$ cat src/include/pqs_defines.vh
`ifndef PQS_DEFINES_VH
`define PQS_DEFINES_VH
// register byte offsets
`define PQS_OFS_Q_PIN_INPUT     12'h000
`define PQS_OFS_Q_DIRECTION     12'h004
`define PQS_OFS_Q_DRIVE_REDUCE  12'h008
`define PQS_OFS_Q_PULL_ENABLE   12'h00C
`define PQS_OFS_Q_PULL_POLARITY 12'h010
`define PQS_OFS_S_DATA          12'h014
`define PQS_OFS_S_PIN_INPUT     12'h018
`define PQS_OFS_S_DIRECTION     12'h01C
`define PQS_OFS_S_DRIVE_REDUCE  12'h020
`define PQS_OFS_S_PULL_ENABLE   12'h024
`define PQS_OFS_S_PULL_POLARITY 12'h028
`define PQS_OFS_S_OPEN_DRAIN    12'h02C
`define PQS_OFS_FUNC_ENABLE     12'h030
// implemented port Q bits, reset value
`define PQS_Q_MASK              8'h7F
`define PQS_RST8                8'h00
// port S direction bits that steer a pin, pin counts
`define PQS_S_DIR_MASK          8'hF7
`define PQS_Q_PINS              7
`define PQS_S_PINS              8
// function enable register fields
`define PQS_FE_SPI              0
`define PQS_FE_S1_TX            1
`define PQS_FE_S1_RX            2
`define PQS_FE_S0_TX            3
`define PQS_FE_S0_RX            4
`define PQS_FE_FAULT_LO         8
`define PQS_FE_FAULT_HI         14
`define PQS_FE_MASK             32'h00007F1F
`endif

$ cat src/hw/pqs_port_qs.v
// The register offsets and the APB register port are this design's own decisions.
`timescale 1ns/1ps
`include "pqs_defines.vh"
module pqs_port_qs (
  // clock and reset
  input  wire        ref_clk,
  input  wire        rst_n,
  // apb slave
  input  wire        psel,
  input  wire        penable,
  input  wire        pwrite,
  input  wire [11:0] paddr,
  input  wire [31:0] pwdata,
  output reg  [31:0] prdata,
  output reg         pready,
  output reg         pslverr,
  // port q pad
  input  wire [6:0]  portQIn,
  output reg  [6:0]  portQOut,
  output reg  [6:0]  portQOe,
  output reg  [6:0]  portQReduce,
  output reg  [6:0]  portQPullUp,
  output reg  [6:0]  portQPullDown,
  // port s pad
  input  wire [7:0]  portSIn,
  output reg  [7:0]  portSOut,
  output reg  [7:0]  portSOe,
  output reg  [7:0]  portSReduce,
  output reg  [7:0]  portSPullUp,
  output reg  [7:0]  portSPullDown,
  // motor pwm fault module inputs
  output reg  [3:0]  pwmFault,
  output reg  [2:0]  pwmCurrentSenseN,
  // spi peripheral side, order ss, sck, mosi, miso
  input  wire [3:0]  spiOut,
  input  wire [3:0]  spiOe,
  output reg  [3:0]  spiIn,
  // serial channels
  input  wire        secondSerialTransmit,
  output reg         secondSerialReceive,
  input  wire        firstSerialTransmit,
  output reg         firstSerialReceive
);

////////////////////////////////////////////////////////////////////////////

reg  [6:0]  qSync1_q, qSync2_q, qSync3_q, qPin_q;
reg  [7:0]  sSync1_q, sSync2_q, sSync3_q, sPin_q;
reg  [6:0]  qDir_q, qDrv_q, qPe_q, qPol_q;
reg  [7:0]  sData_q, sDir_q, sDrv_q, sPe_q, sPol_q, sOd_q;
reg  [31:0] funcEn_q;
reg  [31:0] rdata_d;
reg  [6:0]  qOe_d;
reg  [7:0]  sOe_d, sOut_d, sPullOk_d;
reg         hit_d;
wire        wrEn;
wire        rdEn;
wire [6:0]  qFuncEn;
wire [7:0]  wb;
wire [7:0]  sDirEff;
// one select per writable register; input registers have none
wire        selQDir;
wire        selQDrv;
wire        selQPe;
wire        selQPol;
wire        selSData;
wire        selSDir;
wire        selSDrv;
wire        selSPe;
wire        selSPol;
wire        selSOd;
wire        selFunc;
// loop indices, one per process
integer     i;
integer     j;
integer     k;
integer     n;
integer     p;

assign wrEn    = psel & penable & pwrite;
assign rdEn    = psel & ~penable & ~pwrite;
assign qFuncEn = funcEn_q[`PQS_FE_FAULT_HI:`PQS_FE_FAULT_LO];
assign wb      = pwdata[7:0];
// pin 3 direction bit is stored but never steers the pin
assign sDirEff = sDir_q & `PQS_S_DIR_MASK;

// address decode shared by the write processes
assign selQDir  = addrIs(paddr, `PQS_OFS_Q_DIRECTION);
assign selQDrv  = addrIs(paddr, `PQS_OFS_Q_DRIVE_REDUCE);
assign selQPe   = addrIs(paddr, `PQS_OFS_Q_PULL_ENABLE);
assign selQPol  = addrIs(paddr, `PQS_OFS_Q_PULL_POLARITY);
assign selSData = addrIs(paddr, `PQS_OFS_S_DATA);
assign selSDir  = addrIs(paddr, `PQS_OFS_S_DIRECTION);
assign selSDrv  = addrIs(paddr, `PQS_OFS_S_DRIVE_REDUCE);
assign selSPe   = addrIs(paddr, `PQS_OFS_S_PULL_ENABLE);
assign selSPol  = addrIs(paddr, `PQS_OFS_S_PULL_POLARITY);
assign selSOd   = addrIs(paddr, `PQS_OFS_S_OPEN_DRAIN);
assign selFunc  = addrIs(paddr, `PQS_OFS_FUNC_ENABLE);

// register select: full byte address match
function addrIs;
  input [11:0] a;
  input [11:0] ofs;
  begin
    addrIs = (a == ofs);
  end
endfunction

// pull device per pin: up on polarity 0, down on 1
function [1:0] pullSel;
  input en;
  input pol;
  begin
    pullSel = {en & pol, en & ~pol};
  end
endfunction

////////////////////////////////////////////////////////////////////////////
// pin synchronisers, change accepted when stages two and three agree
// a glitch shorter than one clock never reaches the pin registers

// port Q pins
always @(posedge ref_clk or negedge rst_n) begin
  if (!rst_n) begin
    qSync1_q <= 7'h00;
    qSync2_q <= 7'h00;
    qSync3_q <= 7'h00;
    qPin_q   <= 7'h00;
  end else begin
    qSync1_q <= portQIn;
    qSync2_q <= qSync1_q;
    qSync3_q <= qSync2_q;
    for (i = 0; i < `PQS_Q_PINS; i = i + 1) begin
      if (qSync2_q[i] == qSync3_q[i])
        qPin_q[i] <= qSync3_q[i];
    end
  end
end

// port S pins
always @(posedge ref_clk or negedge rst_n) begin
  if (!rst_n) begin
    sSync1_q <= 8'h00;
    sSync2_q <= 8'h00;
    sSync3_q <= 8'h00;
    sPin_q   <= 8'h00;
  end else begin
    sSync1_q <= portSIn;
    sSync2_q <= sSync1_q;
    sSync3_q <= sSync2_q;
    for (j = 0; j < `PQS_S_PINS; j = j + 1) begin
      if (sSync2_q[j] == sSync3_q[j])
        sPin_q[j] <= sSync3_q[j];
    end
  end
end

////////////////////////////////////////////////////////////////////////////
// register writes, taken in the access phase

// port Q configuration, bit 7 has no storage
always @(posedge ref_clk or negedge rst_n) begin
  if (!rst_n) begin
    qDir_q <= 7'h00;
    qDrv_q <= 7'h00;
    qPe_q  <= 7'h00;
    qPol_q <= 7'h00;
  end else if (wrEn) begin
    if (selQDir)
      qDir_q <= wb[6:0];
    if (selQDrv)
      qDrv_q <= wb[6:0];
    if (selQPe)
      qPe_q <= wb[6:0];
    if (selQPol)
      qPol_q <= wb[6:0];
  end
end

////////////////////////////////////////////////////////////////////////////
// port S configuration and data latch

always @(posedge ref_clk or negedge rst_n) begin
  if (!rst_n) begin
    sData_q <= `PQS_RST8;
    sDir_q  <= `PQS_RST8;
    sDrv_q  <= `PQS_RST8;
    sPe_q   <= `PQS_RST8;
    sPol_q  <= `PQS_RST8;
    sOd_q   <= `PQS_RST8;
  end else if (wrEn) begin
    if (selSData)
      sData_q <= wb;
    if (selSDir)
      sDir_q <= wb;
    if (selSDrv)
      sDrv_q <= wb;
    if (selSPe)
      sPe_q <= wb;
    if (selSPol)
      sPol_q <= wb;
    if (selSOd)
      sOd_q <= wb;
  end
end

////////////////////////////////////////////////////////////////////////////
// function enables, stand-in for the peripherals' own enable bits

always @(posedge ref_clk or negedge rst_n) begin
  if (!rst_n)
    funcEn_q <= 32'h00000000;
  else if (wrEn & selFunc)
    funcEn_q <= pwdata & `PQS_FE_MASK;
end

////////////////////////////////////////////////////////////////////////////
// read mux and decode

always @* begin
  hit_d   = 1'b1;
  rdata_d = 32'h00000000;
  case (paddr)
    `PQS_OFS_Q_PIN_INPUT:     rdata_d[6:0] = qPin_q;
    `PQS_OFS_Q_DIRECTION:     rdata_d[6:0] = qDir_q;
    `PQS_OFS_Q_DRIVE_REDUCE:  rdata_d[6:0] = qDrv_q;
    `PQS_OFS_Q_PULL_ENABLE:   rdata_d[6:0] = qPe_q;
    `PQS_OFS_Q_PULL_POLARITY: rdata_d[6:0] = qPol_q;
    `PQS_OFS_S_DATA:
      rdata_d[7:0] = (sDirEff & sData_q) | (~sDirEff & sPin_q);
    `PQS_OFS_S_PIN_INPUT:     rdata_d[7:0] = sPin_q;
    `PQS_OFS_S_DIRECTION:     rdata_d[7:0] = sDirEff;
    `PQS_OFS_S_DRIVE_REDUCE:  rdata_d[7:0] = sDrv_q;
    `PQS_OFS_S_PULL_ENABLE:   rdata_d[7:0] = sPe_q;
    `PQS_OFS_S_PULL_POLARITY: rdata_d[7:0] = sPol_q;
    `PQS_OFS_S_OPEN_DRAIN:    rdata_d[7:0] = sOd_q;
    `PQS_OFS_FUNC_ENABLE:     rdata_d      = funcEn_q;
    default:                  hit_d        = 1'b0;
  endcase
end

// zero-wait slave: pready high in every access phase
always @(posedge ref_clk or negedge rst_n) begin
  if (!rst_n) begin
    prdata  <= 32'h00000000;
    pready  <= 1'b0;
    pslverr <= 1'b0;
  end else begin
    pready  <= psel & ~penable;
    pslverr <= psel & ~penable & ~hit_d;
    if (rdEn)
      prdata <= rdata_d;
  end
end

////////////////////////////////////////////////////////////////////////////
// pin ownership and direction

always @* begin
  for (k = 0; k < `PQS_Q_PINS; k = k + 1)
    qOe_d[k] = qDir_q[k] & ~qFuncEn[k];
  // port S: registers first, peripherals then override
  sOe_d  = sDirEff;
  sOut_d = sData_q;
  if (funcEn_q[`PQS_FE_SPI]) begin
    sOe_d[7:4]  = spiOe;
    sOut_d[7:4] = spiOut;
  end
  if (funcEn_q[`PQS_FE_S1_TX]) begin
    sOe_d[3]  = 1'b1;
    sOut_d[3] = secondSerialTransmit;
  end
  if (funcEn_q[`PQS_FE_S1_RX])
    sOe_d[2] = 1'b0;
  if (funcEn_q[`PQS_FE_S0_TX]) begin
    sOe_d[1]  = 1'b1;
    sOut_d[1] = firstSerialTransmit;
  end
  if (funcEn_q[`PQS_FE_S0_RX])
    sOe_d[0] = 1'b0;
  // open drain: release the pin instead of driving it high
  for (k = 0; k < `PQS_S_PINS; k = k + 1) begin
    if (sOd_q[k] & sOut_d[k])
      sOe_d[k] = 1'b0;
    sPullOk_d[k] = ~sOe_d[k] | sOd_q[k];
  end
end

////////////////////////////////////////////////////////////////////////////
// registered pad controls; reset leaves every pin an undriven input

// port Q pads: no data latch here, so never driven high
always @(posedge ref_clk or negedge rst_n) begin
  if (!rst_n) begin
    portQOut      <= 7'h00;
    portQOe       <= 7'h00;
    portQReduce   <= 7'h00;
    portQPullUp   <= 7'h00;
    portQPullDown <= 7'h00;
  end else begin
    portQOut    <= 7'h00;
    portQOe     <= qOe_d;
    portQReduce <= qDrv_q & qOe_d;
    for (n = 0; n < `PQS_Q_PINS; n = n + 1)
      {portQPullDown[n], portQPullUp[n]} <=
        pullSel(qPe_q[n] & ~qOe_d[n], qPol_q[n]);
  end
end

// port S pads
always @(posedge ref_clk or negedge rst_n) begin
  if (!rst_n) begin
    portSOut      <= 8'h00;
    portSOe       <= 8'h00;
    portSReduce   <= 8'h00;
    portSPullUp   <= 8'h00;
    portSPullDown <= 8'h00;
  end else begin
    portSOut    <= sOut_d & ~sOd_q;
    portSOe     <= sOe_d;
    portSReduce <= sDrv_q & sOe_d;
    for (p = 0; p < `PQS_S_PINS; p = p + 1)
      {portSPullDown[p], portSPullUp[p]} <=
        pullSel(sPe_q[p] & sPullOk_d[p], sPol_q[p]);
  end
end

// synchronised pin levels handed to the peripherals
always @(posedge ref_clk or negedge rst_n) begin
  if (!rst_n) begin
    pwmFault            <= 4'h0;
    pwmCurrentSenseN    <= 3'h7;
    spiIn               <= 4'h0;
    secondSerialReceive <= 1'b1;
    firstSerialReceive  <= 1'b1;
  end else begin
    pwmFault            <= qPin_q[3:0];
    pwmCurrentSenseN    <= qPin_q[6:4];
    spiIn               <= sPin_q[7:4];
    secondSerialReceive <= sPin_q[2];
    firstSerialReceive  <= sPin_q[0];
  end
end

endmodule

$ cat config.mk
export PLATFORM = sky130hd
export DESIGN_NAME = pqs_port_qs
export DESIGN_NICKNAME = d
export VERILOG_FILES = /design/src/hw/pqs_port_qs.v
export VERILOG_INCLUDE_DIRS = /design/src /design/src/include
export SDC_FILE = /design/constraint.sdc
export NUM_CORES = 1
export LEC_CHECK = 0
export BUFFER_PORTS_ARGS = -buffer_cell sky130_fd_sc_hd__buf_2
export CORE_MARGIN = 3
export CORE_UTILIZATION = 57
export CTS_BUF_LIST = sky130_fd_sc_hd__clkbuf_4
export DETAILED_ROUTE_END_ITERATION = 16
export HOLD_SLACK_MARGIN = 0.1
export PLACE_DENSITY = 0.88
export SKIP_CTS_REPAIR_TIMING = 1
export SKIP_LAST_GASP = 1
export SYNTH_ARGS = -nofsm -noshare
export SYNTH_HDL_FRONTEND = slang
export SYNTH_SLANG_ARGS = --single-unit
export TNS_END_PERCENT = 100
$ cat constraint.sdc
create_clock -name ref_clk -period 1.5 [get_ports ref_clk]
set_input_delay 0.075 -clock ref_clk [delete_from_list [all_inputs] [get_ports ref_clk]]
set_output_delay 0.075 -clock ref_clk [all_outputs]
set_load 0.01 [all_outputs]
======== After elaboration in Yosys (flattened, before gate mapping) ========
Index checks and enable logic that the tools add are counted.
word-level totals
  logic and storage cells ................. 230
  register bits ........................... 263
cells by class
  bitwise gates (word level) .............. 122
  reduce and logical (&&, ||, !) cells .... 12
  mux-type cells .......................... 20
  equality and inequality tests ........... 27
operator list
  kind                   count
  $pmux W7 S13           1
  $and A1 B1 Y1          66
  $eq A12 B6 Y1 const B  5
  $eq A12 B5 Y1 const B  4
  $not A1 Y1             40
  $and A8 B8 Y8          4
  $eq A12 B4 Y1 const B  2
  $reduce_and A2 Y1      10
  $not A8 Y8             2
  $eq A1 B1 Y1           15
  $mux W1                15
  $reduce_or A13 Y1      1
  $eq A12 B3 Y1 const B  1
  $logic_not A12 Y1      1
  $mux W4                2
  $or A1 B1 Y1           8
  $or A8 B8 Y8           1
  $and A7 B7 Y7          1
  $mux W7                1
  $pmux W1 S7            1

======== Logic depth before layout (Yosys ltp) ========
  depth in word-level cells ............... 7
  depth in mapped cells ................... 8
  gate-level depth less buffers ........... 6

======== Worst setup path before layout ========
OpenSTA, ideal clock, no wires.
  kind .................................... in2reg
  start ................................... input paddr[3]
  end ..................................... register funcEn_q[10]
  data required time ...................... 1373 ps
  setup time .............................. 127 ps
  stages on the path ...................... 6
  path slack .............................. -76 ps
  data arrival time ....................... 1448 ps
  cells stage by stage .................... buf_6 > nor4_4 > nand3_2 > nor3_4 > buf_6 > mux2_1
on the way
  word-level cells in the longest chain between the ends .. 2
RTL lines
  element               line               RTL
  from (decl)           pqs_port_qs.v:12   input wire [11:0] paddr,
  $eq A12 B6 Y1         pqs_port_qs.v:105  addrIs = (a == ofs);
  $and A1 B1 Y1         pqs_port_qs.v:213  else if (wrEn & selFunc)
  to (signal assigned)  pqs_port_qs.v:214  funcEn_q <= pwdata & `PQS_FE_MASK;
  to (decl)             pqs_port_qs.v:51   reg [31:0] funcEn_q;
No other way between the ends.
A chain may end at the register's enable or synchronous reset.

======== Worst setup path in the final report ========
  start ................................... input paddr[10]
  end ..................................... register sData_q[0]
on the way
  word-level cells in the longest chain between the ends .. 2
RTL lines
  element                      line               RTL
  $eq A12 B5 Y1                pqs_port_qs.v:105
  $reduce_and A2 Y1 (no line)  --
  to (signal assigned)         pqs_port_qs.v:185  sData_q <= `PQS_RST8;
  to (signal assigned)         pqs_port_qs.v:193  sData_q <= wb;
  to (decl)                    pqs_port_qs.v:50   reg [7:0] sData_q, sDir_q, sDrv_q, sPe_q, sPol_q, sOd_q;
No other way between the ends.

==> reports/metrics.yaml <==
cts_sinks: 245
power_density_mw_per_mm2: 1050
port_buffers: 154
drt_pre_antenna_iters: 6
syn_area_per_cell_um2: 13.6
period_share: 1.00
cts_tree: "yes"
die_y_um: 136
swShare: 0.241
largest_reg_flops: 15
hold_depth: 6
antenna_found_initial: 0
power.clock.fraction: 0.416
clkTransAtPathRegs_ns: 0.07
finalSetupTns_ns: -0.00300
worstSkewPairLatency_ns: 0.68
period_minus_slack_ns: 1.50
path_class: "in -> reg"
worst_slack_ns: -0.00259
largest-register: "prdata"
ys_async_sr_fraction: 1.00
dp.cells: 1143
syn-instance-count: 711
start_util: 0.595
vias: 7230
comb_power_share: 0.070
vdd_drop_max_mv: 0.745
dp_hpwl_um: 18000
arrival_ns: 2.06
hold_viol: 0
cap_violations: 0
rsz0062_at_grt: "no"
critPathMaxFanout: 10
p_leak_nw: 6.65
synth_cell_types: 60
rows: 46
p_int_mw: 10.1
power_frac_seq: 0.513
worstRegToRegCells: 5
grt_pass1_wl_um: 38300
crit_path_end_kind: "flop"
tritoncts.num_buffers: 59
syn_area_mm2: 0.00965
worst_ep_required_time_ns: 2.05
clockBufferDepth: 3
fin_area_mm2: 0.0127
slew_viol_final: 0
min_from: "paddr[8]"
gp_congestion: 0.961
final-instance-count-excl-fill: 1317
synth_seq_cells: 245
holdPathEnd: "prdata[5]"
overflow: 0
final_layout_size_suffix_gt1_frac: 0.414
crit_path_start_kind: "primary input"
placed_area_mm2: 0.0113
viasPerCell: 5.49
holdCritPathClass: "in -> reg"
core_mm2: 0.0162
synth_edf_count: 0
r2r_slack_ns: 0.05
totalWireLength_um: 26400
holdWs_ns: 0.0768
violations: "setup timing"
area_delta_synth_final_pct: 31.8
dp_worst_setup_slack_ns: -0.253
top_regs: "prdata: 15 flops, funcEn_q: 12 flops"
finalPower_mw: 13.4
routedWlPerCell_um: 20.0
yosysSeqAreaShare: 0.636
r2r_end: "prdata[2]"
n_antenna_cell: 0
die_x_um: 136
grt_start_max_net_pins: 49
grt_pass1_vias: 7182
htree_num_levels: 2
dieArea_mm2: 0.0185
cts_root_buf: "clkbuf_4"
nets: 1126
power.switching_mw: 3.22
drt_iter0_drc: 505
fin_skew_ns: 0.0256
setup_viol: 2
track_usage: 0.272
ys.flop_type: "dfrtp_1"
remaining_drc_errors: 0
ios: 196
final_util: 0.784
drtAntennaViolNets: 0
status: "complete, but fails checks"
synth_warnings: 0
r2r_start: "qPe_q[2]"
fmax_mhz: 666
==> layer usage <==
layer  track usage  vias up  share of wire
met3        0.0603       51          0.074
met2         0.423      354           0.49
met5             0        -              0
met4         0.101        0          0.025
li1              -     3187              -
met1         0.381     3638           0.41
==> cell type report <==
type	count	area (um2)
clock buffer	84	631
clock inverter	26	163
fill	969	3510
inverter	20	75.1
multi-input combinational	421	3220
sequential	245	6140
tap	216	270
timing repair buffer	305	2220
==> worst max-delay path, stage by stage <==
cell	delay, ns
dlygate4sd3_1	0.53
buf_2	0.12
nor2_1	0.23
nand2_2	0.11
buf_12	0.17
nor2_4	0.19
nand2_2	0.27
mux2_2	0.36
==> synth_stat cells, types with 3 or more instances <==
| master | n | share of area |
|---|---|---|
| and2_1 | 16 | 0.010 |
| a32oi_1 | 6 | 0.0054 |
| mux2_1 | 8 | 0.0093 |
| nand2_2 | 6 | 0.0039 |
| nand2b_1 | 14 | 0.0091 |
| buf_1 | 5 | 0.0019 |
| mux2_2 | 90 | 0.11 |
| a22o_1 | 11 | 0.010 |
| o21ai_0 | 22 | 0.011 |
| a31oi_1 | 6 | 0.0039 |
| and3_1 | 9 | 0.0058 |
| nor2_1 | 42 | 0.016 |
| maj3_1 | 15 | 0.016 |
| dfrtp_1 | 240 | 0.62 |
| buf_6 | 3 | 0.0035 |
| nor2b_1 | 6 | 0.0039 |
| o22ai_1 | 3 | 0.0019 |
| buf_4 | 25 | 0.019 |
| dfstp_2 | 5 | 0.014 |
| a22oi_1 | 9 | 0.0070 |
| o2111ai_1 | 3 | 0.0027 |
| nand2_4 | 4 | 0.0047 |
| a21oi_1 | 19 | 0.0099 |
| nand2_1 | 32 | 0.012 |
| mux2i_1 | 19 | 0.020 |
| nor3_4 | 3 | 0.0051 |
| nor3_1 | 4 | 0.0021 |
| inv_1 | 20 | 0.0078 |
| buf_2 | 8 | 0.0041 |
| clkbuf_1 | 6 | 0.0023 |
| nand3_1 | 13 | 0.0067 |
==> cells in the final DEF, fill, tap and decap left out, types with 20 or more instances in the layout <==
cell           synthesis  final
o21ai_0               22     22
nor2_1                42     42
clkbuf_4               0     84
dlygate4sd3_1          0     64
nand2_1               32     32
mux2_2                90     90
conb_1                 1     24
dfrtp_1              240    239
inv_1                 20     20
buf_4                 25     75
buf_2                  8    153
==> power by group through the flow <==
stage                     Combinational (mW)  Sequential (mW)  Clock, mW
final                                  0.940             6.87       5.56
after CTS                              0.800             6.86       5.68
after detailed placement               0.798             6.98          0
after global placement                 0.782             6.98          0
after floorplan                        0.305             6.98          0
after global routing                    1.01             6.88       6.05
==> cells by family after synthesis <==
family,share of synthesized area
DFF,0.636
and+or+nand+nor,0.106
muxes,0.136
AOI/OAI and AO/OA,0.0661
buffers and inverters,0.0397
adders and majority gates,0.0156
other,0.000389
==> how the worst max path moves through the flow <==
stage                                      to                start  slack (ns)  cells after the start
after floorplan                  funcEn_q[10]             paddr[2]        0.03                      5
after global placement              prdata[5]             paddr[3]       -0.23                      7
after detailed placement           sData_q[0]             paddr[7]       -0.25                      7
after CTS                 secondSerialReceive  secondSerialReceive        0.05                      1
after global routing                prdata[2]             qPe_q[2]      0.0007                      5
final                              sData_q[0]            paddr[10]      -0.003                      8
No activity file was read; power rests on OpenSTA's default activity.
